## config.mk

```make
export PLATFORM = sky130hd
export DESIGN_NAME = cce_ctrl
export DESIGN_NICKNAME = d
export VERILOG_FILES = /design/src/core/cce_pkg.sv /design/src/core/cce_otp_if.sv /design/src/core/cce_ctrl.sv /design/src/core/cce_otp_mem.sv
export VERILOG_INCLUDE_DIRS = /design/src /design/src/core
export SDC_FILE = /design/constraint.sdc
export NUM_CORES = 1
export LEC_CHECK = 0
export BUFFER_PORTS_ARGS = -buffer_cell sky130_fd_sc_hd__buf_4
export CAP_MARGIN = 20
export CORE_MARGIN = 3
export CORE_UTILIZATION = 55
export DETAILED_ROUTE_END_ITERATION = 10
export PLACE_DENSITY = 0.82
export SETUP_SLACK_MARGIN = 0.3
export SLEW_MARGIN = 15
export SYNTH_ARGS = -nofsm -noshare
export SYNTH_HDL_FRONTEND = slang
export SYNTH_SLANG_ARGS = --single-unit
```

## constraint.sdc

```tcl
create_clock -name pclk -period 4.19 [get_ports pclk]
set_input_delay 0.419 -clock pclk [delete_from_list [all_inputs] [get_ports pclk]]
set_output_delay 0.419 -clock pclk [all_outputs]
set_load 0.03 [all_outputs]
```

## src/core/cce_regs.svh

```systemverilog
// register offsets, field positions, reset values and timing of the crypto control block
`ifndef CCE_REGS_SVH
`define CCE_REGS_SVH

// ==================================================
// register byte offsets (paddr[4:0])
`define CCE_OFF_CONL 5'h00
`define CCE_OFF_CONH 5'h04
`define CCE_OFF_STAT 5'h08
`define CCE_OFF_OTP 5'h0c
`define CCE_OFF_PWR 5'h10

// ==================================================
// control low fields
`define CCE_CONL_ON 15
`define CCE_CONL_IDLE 13
`define CCE_CONL_DONE_IRQ_ENABLE 11
`define CCE_CONL_GO 8
`define CCE_CONL_OP_HI 7
`define CCE_CONL_OP_LO 4
`define CCE_CONL_ENG 3
`define CCE_CONL_CH_HI 2
`define CCE_CONL_CH_LO 0

// control high fields
`define CCE_CONH_CW_HI 14
`define CCE_CONH_CW_LO 8
`define CCE_CONH_KHALF 7
`define CCE_CONH_KL_HI 6
`define CCE_CONH_KL_LO 5
`define CCE_CONH_KS_HI 3
`define CCE_CONH_KS_LO 0

// status fields (software clears by writing 0)
`define CCE_STAT_ABORT 5
`define CCE_STAT_WRAP 4

// otp control fields
`define CCE_OTP_IE 6
`define CCE_OTP_RELOAD 5
`define CCE_OTP_PG_HI 4
`define CCE_OTP_PG_LO 1
`define CCE_OTP_PROG 0

// configuration page fields
`define CCE_CFG_TSTFUSE 30
`define CCE_CFG_WRLOCK_LO 1
`define CCE_CFG_SWKEYDIS 0

// ==================================================
// reset values and timing
`define CCE_RELOAD_RST 1'b1
`define CCE_CLK_NS 50
`define CCE_OTP_PGM_NS 2000
`define CCE_OTP_RD_NS 500

`endif

```

## src/core/cce_pkg.sv

```systemverilog
// types shared by the crypto control block
package cce_pkg;

    // ==================================================
    // encodings
    typedef enum logic [1:0] {OTP_IDLE, OTP_PGM, OTP_RD} cce_otp_e;

    localparam logic [3:0] CCE_OP_ENC = 4'h0;
    localparam logic [3:0] CCE_OP_DEC = 4'h1;
    localparam logic [3:0] CCE_OP_KEXP = 4'h2;
    localparam logic [3:0] CCE_OP_RNG = 4'ha;
    localparam logic [3:0] CCE_OP_SKENC = 4'he;
    localparam logic [3:0] CCE_OP_SKLD = 4'hf;
    localparam logic [2:0] CCE_CH_CTR = 3'h4;
    localparam logic [3:0] CCE_LAST_PAGE = 4'h8;

    // ==================================================
    // state of the control module
    typedef struct packed {
        logic idle_s1;
        logic idle_s2;
        logic module_on;
        logic idle_halt;
        logic done_irq_enable;
        logic operation_go;
        logic [3:0] operation_select;
        logic engine_select;
        logic [2:0] chaining_select;
        logic [6:0] counter_width;
        logic key_half_select;
        logic [1:0] key_length_select;
        logic [3:0] key_source_select;
        logic module_power_down;
        logic abort_flag;
        logic counter_wrap_flag;
        logic text_a_busy_flag;
        logic otp_done_irq_enable;
        logic [3:0] otp_page_select;
        logic otp_program;
        logic otp_reload;
        cce_otp_e otp_phase;
        logic [15:0] otp_cnt;
        logic [31:0] cfg;
        logic mode_invalid_flag;
        logic key_invalid_flag;
        logic program_invalid_flag;
        logic engine_busy_flag;
        logic [127:0] ctr;
        logic pready;
        logic pslverr;
        logic [31:0] prdata;
        logic eng_start;
        logic eng_stop;
        logic done_irq;
        logic otp_irq;
    } cce_state_s;

    typedef struct packed {
        logic [8:0][63:0] arr;
        logic [63:0] rdata;
    } cce_mem_s;

endpackage

```

## src/core/cce_otp_if.sv

```systemverilog
// link between the control logic and the otp key store
`timescale 1ns/100ps
interface cce_otp_if;
    logic we;
    logic [3:0] waddr;
    logic [63:0] wdata;
    logic [3:0] raddr;
    logic [63:0] rdata;

    modport ctrl (output we, output waddr, output wdata, output raddr, input rdata);
    modport mem (input we, input waddr, input wdata, input raddr, output rdata);
endinterface

```

## src/core/cce_ctrl.sv

```systemverilog
// control, status and otp programming logic of the crypto engine, apb slave
//
// Overview of operation
// decode operation select, others reserved
// engine select: 1 aes, 0 des
// chaining select codes; 101, 11x reserved
// fields clear on reset and power-down
// go locks operation and key fields except key half select
// idle-halt stops operation on system idle
// counter mode increments masked counter, wraps
// key half select picks upper/lower half
// des key length codes, 10 reserved
// aes key length codes, 11 reserved
// busy while crypto or otp runs
// text a busy while block in use
// abort on software go clear, blocks go
// wrap flag blocks go until cleared
// mode/key invalid flags block program
// locked or reserved page blocks program
// invalid flags evaluate while module disabled
// otp read forces busy, key invalid and program invalid flags
// page select: 0 config, 1-8 keys
// program writes text c, reload reads
// software sequences program and reload safely
// otp done interrupt, test fuse mirror
// go starts operation, clears on done
// done interrupt on operation completion
// flags re-evaluated within one cycle
//
// Implementation choices: the register offsets and the APB slave port.
`timescale 1ns/100ps
`include "cce_regs.svh"
module cce_ctrl #(
    parameter int OTP_PGM_CYCLES = (`CCE_OTP_PGM_NS + `CCE_CLK_NS - 1) / `CCE_CLK_NS,
    parameter int OTP_RD_CYCLES = (`CCE_OTP_RD_NS + `CCE_CLK_NS - 1) / `CCE_CLK_NS
) (
    input wire logic pclk,
    input wire logic presetn,
    input wire logic psel,
    input wire logic penable,
    input wire logic pwrite,
    input wire logic [4:0] paddr,
    input wire logic [31:0] pwdata,
    output logic [31:0] prdata,
    output logic pready,
    output logic pslverr,
    input wire logic sys_idle,
    input wire logic eng_done,
    input wire logic eng_text_consumed,
    input wire logic [63:0] text_block_c,
    output logic eng_start,
    output logic eng_stop,
    output logic [3:0] operation_select,
    output logic engine_select,
    output logic [2:0] chaining_select,
    output logic key_half_select,
    output logic [1:0] key_length_select,
    output logic [3:0] key_source_select,
    output logic [127:0] counter_value,
    output logic engine_busy,
    output logic done_irq,
    output logic otp_irq
);
    import cce_pkg::*;

    cce_state_s q;
    cce_state_s n;
    cce_otp_if otp ();

    // ==================================================
    // configuration checks
    function automatic logic mode_bad(input logic [3:0] op, input logic eng,
                                      input logic [2:0] ch);
        logic op_ok;
        op_ok = (op == CCE_OP_ENC) || (op == CCE_OP_DEC) || (op == CCE_OP_RNG) ||
                (op == CCE_OP_SKENC) || (op == CCE_OP_SKLD) ||
                (op == CCE_OP_KEXP && eng);
        return !op_ok || (ch > CCE_CH_CTR);
    endfunction

    function automatic logic key_bad(input logic eng, input logic [1:0] kl,
                                     input logic [3:0] ks, input logic [31:0] cfg);
        logic kl_bad;
        kl_bad = eng ? (kl == 2'h3) : (kl == 2'h2);
        return kl_bad || (ks == 4'h0 && cfg[`CCE_CFG_SWKEYDIS]) ||
               (ks >= 4'h8 && ks != 4'hf);
    endfunction

    function automatic logic page_bad(input logic [3:0] pg, input logic [31:0] cfg);
        if (pg > CCE_LAST_PAGE) begin
            return 1'b1;
        end
        return cfg[`CCE_CFG_WRLOCK_LO + 32'(pg)];
    endfunction

    // ==================================================
    // apb decode
    logic acc;
    logic wr;
    logic [127:0] ctr_mask;
    logic [127:0] ctr_inc;

    assign acc = psel && penable && q.pready;
    assign wr = acc && pwrite && !q.pslverr;
    assign ctr_mask = (128'h1 << (8'(q.counter_width) + 8'h1)) - 128'h1;
    assign ctr_inc = (q.ctr + 128'h1) & ctr_mask;

    always_comb begin
        n = q;
        n.idle_s1 = sys_idle;
        n.idle_s2 = q.idle_s1;
        n.eng_start = 1'b0;
        n.eng_stop = 1'b0;
        n.done_irq = 1'b0;
        n.otp_irq = 1'b0;

        // --------------------------------------------------
        // register writes; locked fields hold while go is set
        if (wr && paddr == `CCE_OFF_CONL) begin
            n.module_on = pwdata[`CCE_CONL_ON];
            n.idle_halt = pwdata[`CCE_CONL_IDLE];
            n.done_irq_enable = pwdata[`CCE_CONL_DONE_IRQ_ENABLE];
            if (!q.operation_go) begin
                n.operation_select = pwdata[`CCE_CONL_OP_HI:`CCE_CONL_OP_LO];
                n.engine_select = pwdata[`CCE_CONL_ENG];
                n.chaining_select = pwdata[`CCE_CONL_CH_HI:`CCE_CONL_CH_LO];
                if (pwdata[`CCE_CONL_GO] && q.module_on && !q.abort_flag &&
                    !q.counter_wrap_flag) begin
                    n.operation_go = 1'b1;
                    n.eng_start = 1'b1;
                    n.text_a_busy_flag = 1'b1;
                end
            end else if (!pwdata[`CCE_CONL_GO] && !eng_done) begin
                // software stop before completion
                n.operation_go = 1'b0;
                n.eng_stop = 1'b1;
                n.abort_flag = 1'b1;
                n.text_a_busy_flag = 1'b0;
                n.otp_program = 1'b0;
            end
        end
        if (wr && paddr == `CCE_OFF_CONH) begin
            n.key_half_select = pwdata[`CCE_CONH_KHALF];
            if (!q.operation_go) begin
                n.counter_width = pwdata[`CCE_CONH_CW_HI:`CCE_CONH_CW_LO];
                n.key_length_select = pwdata[`CCE_CONH_KL_HI:`CCE_CONH_KL_LO];
                n.key_source_select = pwdata[`CCE_CONH_KS_HI:`CCE_CONH_KS_LO];
            end
        end
        if (wr && paddr == `CCE_OFF_STAT) begin
            if (!pwdata[`CCE_STAT_ABORT]) begin
                n.abort_flag = 1'b0;
            end
            if (!pwdata[`CCE_STAT_WRAP]) begin
                n.counter_wrap_flag = 1'b0;
            end
        end
        if (wr && paddr == `CCE_OFF_OTP) begin
            n.otp_done_irq_enable = pwdata[`CCE_OTP_IE];
            if (q.otp_phase == OTP_IDLE) begin
                n.otp_page_select = pwdata[`CCE_OTP_PG_HI:`CCE_OTP_PG_LO];
            end
            // only a set is taken; the bits clear themselves when done
            if (pwdata[`CCE_OTP_PROG] && !q.mode_invalid_flag && !q.key_invalid_flag &&
                !page_bad(n.otp_page_select, q.cfg) && q.otp_phase == OTP_IDLE) begin
                n.otp_program = 1'b1;
            end
            if (pwdata[`CCE_OTP_RELOAD]) begin
                n.otp_reload = 1'b1;
            end
        end
        if (wr && paddr == `CCE_OFF_PWR) begin
            n.module_power_down = pwdata[0];
        end

        // --------------------------------------------------
        // engine completion, idle halt and text block release
        if (q.operation_go && eng_done) begin
            n.operation_go = 1'b0;
            n.abort_flag = 1'b0;
            n.text_a_busy_flag = 1'b0;
            n.done_irq = q.done_irq_enable;
            if (q.chaining_select == CCE_CH_CTR) begin
                n.ctr = (q.ctr & ~ctr_mask) | ctr_inc;
                if (ctr_inc == 128'h0) begin
                    n.counter_wrap_flag = 1'b1;
                end
            end
        end else if (q.operation_go && q.idle_halt && q.idle_s2) begin
            n.operation_go = 1'b0;
            n.eng_stop = 1'b1;
            n.text_a_busy_flag = 1'b0;
        end
        if (eng_text_consumed) begin
            n.text_a_busy_flag = 1'b0;
        end

        // --------------------------------------------------
        // otp sequencer: program wins if software broke the one-at-a-time rule
        case (q.otp_phase)
            OTP_IDLE: begin
                n.otp_cnt = 16'h0;
                if (q.otp_program) begin
                    n.otp_phase = OTP_PGM;
                end else if (q.otp_reload) begin
                    n.otp_phase = OTP_RD;
                end
            end
            OTP_PGM: begin
                n.otp_cnt = q.otp_cnt + 16'h1;
                if (!q.otp_program) begin
                    n.otp_phase = OTP_IDLE;
                end else if (q.otp_cnt == 16'(OTP_PGM_CYCLES - 1)) begin
                    n.otp_program = 1'b0;
                    n.otp_phase = OTP_IDLE;
                    n.otp_irq = q.otp_done_irq_enable;
                end
            end
            OTP_RD: begin
                n.otp_cnt = q.otp_cnt + 16'h1;
                if (q.otp_cnt == 16'(OTP_RD_CYCLES - 1)) begin
                    n.cfg = otp.rdata[31:0];
                    n.otp_reload = 1'b0;
                    n.otp_phase = OTP_IDLE;
                    n.otp_irq = q.otp_done_irq_enable;
                end
            end
            default: begin
                n.otp_phase = OTP_IDLE;
            end
        endcase

        // --------------------------------------------------
        // power-down holds the fields at zero
        if (q.module_power_down) begin
            n.operation_go = 1'b0;
            n.idle_halt = 1'b0;
            n.done_irq_enable = 1'b0;
            n.operation_select = 4'h0;
            n.engine_select = 1'b0;
            n.chaining_select = 3'h0;
            n.counter_width = 7'h0;
            n.key_half_select = 1'b0;
            n.key_length_select = 2'h0;
            n.key_source_select = 4'h0;
            n.abort_flag = 1'b0;
            n.counter_wrap_flag = 1'b0;
            n.otp_done_irq_enable = 1'b0;
            n.otp_page_select = 4'h0;
            n.otp_program = 1'b0;
        end

        // checks run on the next field values regardless of module_on
        n.mode_invalid_flag = mode_bad(n.operation_select, n.engine_select,
                                       n.chaining_select);
        n.key_invalid_flag = (n.otp_phase == OTP_RD) ||
                             key_bad(n.engine_select, n.key_length_select,
                                     n.key_source_select, n.cfg);
        n.program_invalid_flag = (n.otp_phase == OTP_RD) ||
                                 page_bad(n.otp_page_select, n.cfg);
        n.engine_busy_flag = n.operation_go || (n.otp_phase != OTP_IDLE);

        // --------------------------------------------------
        // apb: answer in the cycle after setup, read data sampled at setup
        n.pready = psel && !penable;
        n.pslverr = psel && !penable && (paddr[1:0] != 2'h0 || paddr > `CCE_OFF_PWR);
        n.prdata = 32'h0;
        if (psel && !penable) begin
            case (paddr)
                `CCE_OFF_CONL: begin
                    n.prdata[`CCE_CONL_ON] = q.module_on;
                    n.prdata[`CCE_CONL_IDLE] = q.idle_halt;
                    n.prdata[`CCE_CONL_DONE_IRQ_ENABLE] = q.done_irq_enable;
                    n.prdata[`CCE_CONL_GO] = q.operation_go;
                    n.prdata[`CCE_CONL_OP_HI:`CCE_CONL_OP_LO] = q.operation_select;
                    n.prdata[`CCE_CONL_ENG] = q.engine_select;
                    n.prdata[`CCE_CONL_CH_HI:`CCE_CONL_CH_LO] = q.chaining_select;
                end
                `CCE_OFF_CONH: begin
                    n.prdata[`CCE_CONH_CW_HI:`CCE_CONH_CW_LO] = q.counter_width;
                    n.prdata[`CCE_CONH_KHALF] = q.key_half_select;
                    n.prdata[`CCE_CONH_KL_HI:`CCE_CONH_KL_LO] = q.key_length_select;
                    n.prdata[`CCE_CONH_KS_HI:`CCE_CONH_KS_LO] = q.key_source_select;
                end
                `CCE_OFF_STAT: begin
                    n.prdata[7:0] = {q.engine_busy_flag, q.text_a_busy_flag, q.abort_flag,
                                     q.counter_wrap_flag, 1'b0, q.mode_invalid_flag,
                                     q.key_invalid_flag, q.program_invalid_flag};
                end
                `CCE_OFF_OTP: begin
                    n.prdata[7] = q.cfg[`CCE_CFG_TSTFUSE];
                    n.prdata[`CCE_OTP_IE] = q.otp_done_irq_enable;
                    n.prdata[`CCE_OTP_RELOAD] = q.otp_reload;
                    n.prdata[`CCE_OTP_PG_HI:`CCE_OTP_PG_LO] = q.otp_page_select;
                    n.prdata[`CCE_OTP_PROG] = q.otp_program;
                end
                `CCE_OFF_PWR: begin
                    n.prdata[0] = q.module_power_down;
                end
                default: begin
                    n.prdata = 32'h0;
                end
            endcase
        end
    end

    always_ff @(posedge pclk or negedge presetn) begin
        if (!presetn) begin
            q <= '0;
            q.otp_reload <= `CCE_RELOAD_RST; // power-on reload of the array
            q.otp_phase <= OTP_RD;
            q.engine_busy_flag <= 1'b1;
            q.key_invalid_flag <= 1'b1;
            q.program_invalid_flag <= 1'b1;
        end else begin
            q <= n;
        end
    end

    // ==================================================
    // otp store
    assign otp.we = (q.otp_phase == OTP_PGM) && q.otp_program &&
                    (q.otp_cnt == 16'(OTP_PGM_CYCLES - 1));
    assign otp.waddr = q.otp_page_select;
    assign otp.wdata = text_block_c;
    assign otp.raddr = 4'h0;

    cce_otp_mem u_mem (
        .pclk(pclk),
        .presetn(presetn),
        .otp(otp.mem)
    );

    assign prdata = q.prdata;
    assign pready = q.pready;
    assign pslverr = q.pslverr;
    assign eng_start = q.eng_start;
    assign eng_stop = q.eng_stop;
    assign operation_select = q.operation_select;
    assign engine_select = q.engine_select;
    assign chaining_select = q.chaining_select;
    assign key_half_select = q.key_half_select;
    assign key_length_select = q.key_length_select;
    assign key_source_select = q.key_source_select;
    assign counter_value = q.ctr;
    assign engine_busy = q.engine_busy_flag;
    assign done_irq = q.done_irq;
    assign otp_irq = q.otp_irq;

    logic wr_conl;
    assign wr_conl = wr && paddr == `CCE_OFF_CONL;
endmodule

```

## src/core/cce_otp_mem.sv

```systemverilog
// otp key store model: nine 64-bit pages, fuse-style write, registered read
`timescale 1ns/100ps
module cce_otp_mem (
    input wire logic pclk,
    input wire logic presetn,
    cce_otp_if.mem otp
);
    import cce_pkg::*;

    cce_mem_s q;
    cce_mem_s n;

    // ==================================================
    // a fuse can only go from 0 to 1, so a write ors into the page
    always_comb begin
        n = q;
        if (otp.we && otp.waddr <= CCE_LAST_PAGE) begin
            n.arr[otp.waddr] = q.arr[otp.waddr] | otp.wdata;
        end
        n.rdata = (otp.raddr <= CCE_LAST_PAGE) ? q.arr[otp.raddr] : 64'h0;
    end

    always_ff @(posedge pclk or negedge presetn) begin
        if (!presetn) begin
            q <= '0;
        end else begin
            q <= n;
        end
    end

    assign otp.rdata = q.rdata;
endmodule

```

# Yosys cells after proc, flatten, opt, wreduce, memory -nomap -nowiden
# Index checks and enable logic that the tools add are counted.
# op_classes
add_sub_neg	6
multipliers	0
div_mod_pow	0
magnitude_cmp	10
n_eq_ne	20
shift	1
n_mux	91
bitwise	5
reduce_logical	68
# ops
op	count
bitwise mux 576 bit	1
AND 128 bit	2
binary-select mux 64 bit (select 4 bit)	1
demux 64 bit (select 4 bit)	1
adder 128 x 1 -> 128 bit, second input constant	1
logical NOT 128 bit	1
2-to-1 mux 64 bit	2
NOT 128 bit	1
bitwise OR 128 bit	1
left shift 1 x 8 -> 128 bit, first input constant	1
subtractor 128 x 1 -> 128 bit, second input constant	1
2-to-1 mux 32 bit	2
bitwise OR 64 bit	1
2-to-1 mux 1 bit	51
case mux 16 bit (2 select lines)	1
logical AND 1 bit	29
2-to-1 mux 25 bit	1
case mux 3 bit (4 select lines)	2
2-to-1 mux 2 bit	9
adder 16 x 1 -> 16 bit, second input constant	1
== test 16 x 4 -> 1 bit, second input constant	1
== test 16 x 6 -> 1 bit, second input constant	1
2-to-1 mux 16 bit	1
2-to-1 mux 14 bit	1
44 further kinds	87
# totals
regBits	867
latch_bits	0
ramBits	0
mem_bits_ro	0
in_bits	109
out_inout_bits	182
word_cells	247
memories	0

# Longest topological paths before layout
# logic_depth
depth_word	25
mapped_depth	19
depth_no_buf	13

# Hierarchy
# Synthesis repeated with hierarchy kept, for this count alone.
# hier_totals
cells_unflattened	5701
area_unflattened_um2	54872.6
# modules_own_cells
mod	instances	cells_per_inst	area_per_inst_um2	seq_area_each_um2
cce_otp_mem	1	3420	35925.7	16015.4
cce_ctrl	1	2281	18946.9	5711.7

# Worst setup path after synthesis
# Ideal clock, no wire load.
# synth_path
kind	reg2reg
start	reg q[218] in the netlist's numbering
end	reg q[167] in the netlist's numbering
setup_ps	83
arrival_ps	3861
required_time_ps	4107
path_slack_ps	245
path_stages_with_launch	12
n_path_buf	2
period_less_slack_ps	3945
cell_sequence	dfrtp_1 inv_1 ha_1 clkbuf_1 mux2i_2 a211oi_1 buf_2 ha_1 xnor2_1 mux4_2 mux4_2 a221o_1
# synth_rtl
element	line_no	rtl
from (decl)	cce_ctrl.sv:66	cce_state_s q;
from (signal assigned)	cce_ctrl.sv:316	q <= n;

==> results.sh <==
export IMPL_critical_path_required_ps=4780
export IMPL_critPathMaxStageDelay_ps=430
export IMPL_dp_cells=4620
export IMPL_min_period_over_period_pct=99.0
export IMPL_coreArea_sq_um=59600
export IMPL_path_buf_inv=4
export IMPL_multi_input_area_sq_um=17600
export IMPL_ys_seq_area_share_pct=42.1
export IMPL_yosys_area_top_type_share_pct=41.7
export IMPL_gp_congestion=1.03
export IMPL_htree_num_levels=2
export IMPL_vias_per_cell=6.45
export IMPL_ys_top_cells_by_count="dfrtp_1 (558), nand2_1 (457), nor2_1 (341), o21ai_0 (293), buf_4 (181)"
export IMPL_io_pins=291
export IMPL_root_buffer="clkbuf_16"
export IMPL_antenna_found_initial=2
export IMPL_yosysMostFrequentCell="dfrtp_1"
export IMPL_cp_depth=15
export IMPL_area_growth_pct=20.1
export IMPL_endpoint_kind="register"
export IMPL_synth_area_leader_cell="dfrtp_1"
export IMPL_r2r_worst_path_cells=15
export IMPL_maxCapViolations=0
export IMPL_grt_pass1_wl_um=183000
export IMPL_synth_seq_cells=563
export IMPL_power_uw=12300
export IMPL_grt_max_degree=126
export IMPL_worstSkewPairLatency_ps=680
export IMPL_met3WireLength_um=11300
export IMPL_synth_area_sq_um=33500
export IMPL_die_y_um=253
export IMPL_slew_headroom_pct=23.5
export IMPL_holdCritPathClass="input pin to register"
export IMPL_grt_overflow_total=0
export IMPL_worst_setup_path_type="register to register"
export IMPL_vias=30800
export IMPL_layout_cells_non_filler=4779
export IMPL_yosysUniqueCellTypes=103
export IMPL_dp_hpwl_um=84200
export IMPL_slew_violations=0
export IMPL_dr_first_iter_drc_count=3599
export IMPL_clockBufferDepth=3
export IMPL_skew_ps=39.3
export IMPL_async_reset_ff_share_pct=100
export IMPL_grt_pass1_vias=30500
export IMPL_drc=0
export IMPL_status="complete, no violations"
export IMPL_yosysWarnings=0
export IMPL_wl_met1_um=44700
export IMPL_dieArea_sq_um=63900
export IMPL_antenna_left=0
export IMPL_drive_gt1_share_pct=26.1
export IMPL_syn_inst=3609
export IMPL_ys_flop_type="dfrtp_1"
export IMPL_cellLeakagePower_uw=0.0171
export IMPL_cp_common_cell="buf_4"
export IMPL_wl_per_cell_um=24.9
export IMPL_tritoncts="done"
export IMPL_start_kind="register"
export IMPL_grt_use_total_pct=37.1
export IMPL_routed_wl_met2_um=55700
export IMPL_dr_pass1_iters=7
export IMPL_cp_max_fo=8
export IMPL_powerDensity_nw_per_um2=307
export IMPL_clock_fmax_ghz=0.241
export IMPL_worstPathCellList="nand3_1 -> buf_4 -> nor4_1 -> buf_4 -> nand4_1 -> buf_4 -> or3_4 -> nor4_4 -> xor2_1 -> a32oi_1 -> o21ai_0 -> a311oi_1 -> nand4_1 -> o31ai_4 -> buf_4"
export IMPL_numCtsBuffers=58
export IMPL_synth_avg_cell_area_sq_um=9.28
export IMPL_ys_top_cells_by_area="dfrtp_1 (42%), nand2_1 (5.1%), mux4_2 (5.0%)"
export IMPL_portBuffers=226
export IMPL_nets=4078
export IMPL_wl_um=119000
export IMPL_worstMarginPinSlew_ps=1150
export IMPL_slowest_stage="dfrtp_1"
export IMPL_dieWidth_um=253
export IMPL_cp_top_family="simple AND/OR/NAND/NOR gates"
export IMPL_fillCellCount=4547
export IMPL_hold_depth=2
export IMPL_maxUsedRoutingLayer="met4"
export IMPL_rows=89
export IMPL_cts_sinks=563
export IMPL_start_util_pct=56.2
export IMPL_synth_edf_count=0
export IMPL_ir_worst_vdd_v=0.000375
export IMPL_hold_viol=0
export IMPL_rsz0062_at_grt="true"
export IMPL_period_minus_slack_ps=4150
export IMPL_setup_viol_count_final=0
export IMPL_cts_clk_slew_worst_paths_ps=60
export IMPL_cp_data_arrival_time_ps=4740
export IMPL_seq_area_sq_um=14100
==> where the power goes <==
part	total, uW	switching [uW]	internal, uW	leakage (uW)
Sequential	5520	36.6	5480	0.00614
Combinational	1130	698	433	0.00997
Clock	5700	2300	3400	0.00104
Total	12300	3040	9310	0.0171
==> per-layer routing <==
layer,global-route usage [%],up-vias
met3,7.12,463
met5,0,-
li1,-,13400
met1,47.8,15100
met4,19.5,0
met2,59.8,1859
==> worst paths after layout <==
path	startpoint	to	slack, ps
setup / recovery	register	q[228]	40
hold / removal	pwdata[15]	q[256]	10
max in group asynchronous	presetn	u_mem.q[579]	2650
setup reg to reg	register	q[228]	40
hold reg to reg	n[257]	q[257]	350
min in group asynchronous	presetn	prdata[8]	370
==> per-stage QoR <==
stage / area, sq um / utilization, % / TNS (ps) / hold slack, ps / setup WS, ps
2_1_floorplan: 33600 / - / 0 / 123 / 339
3_3_place_gp: 37100 / 62.2 / -237 / 337 / -237
3_5_place_dp: 37100 / 62.2 / -357 / 338 / -357
4_1_cts: 40200 / 67.4 / 0 / 11.0 / 267
5_1_grt: 40200 / 67.5 / -15.0 / 12.0 / -15.0
6_report: 40200 / 67.5 / 0 / 13.8 / 43.1
==> kinds of logic (layout without fill, tap and decap cells) <==
logic type | after synthesis | after routing | share of synthesized area [%]
compound gates | 639 | 639 | 11.7
xor+xnor | 307 | 307 | 8.03
fa+ha+maj | 13 | 13 | 0.486
buf+inv | 435 | 813 | 7.33
flops | 563 | 563 | 42.1
mux | 194 | 194 | 8.83
other cells | 2 | 21 | 0.0224
simple gates | 1456 | 1456 | 21.5
==> cell usage in the layout (no fill, tap or decap), drive strengths merged, types with 18 or more instances in the layout <==
| cell type | count |
|---|---|
| clkbuf | 86 |
| nor3 | 113 |
| nand3 | 126 |
| mux2i | 61 |
| xor2 | 135 |
| nand4 | 109 |
| xnor2 | 172 |
| dfrtp | 558 |
| or3 | 27 |
| nand2 | 459 |
| a22oi | 21 |
| and3 | 38 |
| mux2 | 58 |
| nor2 | 343 |
| o22ai | 18 |
| inv | 37 |
| mux4 | 75 |
| buf | 662 |
| o21ai | 294 |
| a21oi | 123 |
| nor4 | 76 |
| a211oi | 52 |
| conb | 18 |
==> final cells by class <==
type	instances	area share, %
timing repair buffer	669	13.2
inverter	37	0.345
multi-input combinational	2627	43.7
clock buffer	85	4.26
antenna	3	0.0187
clock inverter	22	1.01
sequential	563	35.1
tap	773	2.40
==> timing repair <==
item	in CTS	in global routing
resized for setup	98	9
gates cloned	3	0
endpoints found under the hold margin	84	0
buffers inserted	41	1
pin swaps	48	2
hold buffers	3	0
setup endpoints to repair	1	36
Power figures use the tool's default switching activity.
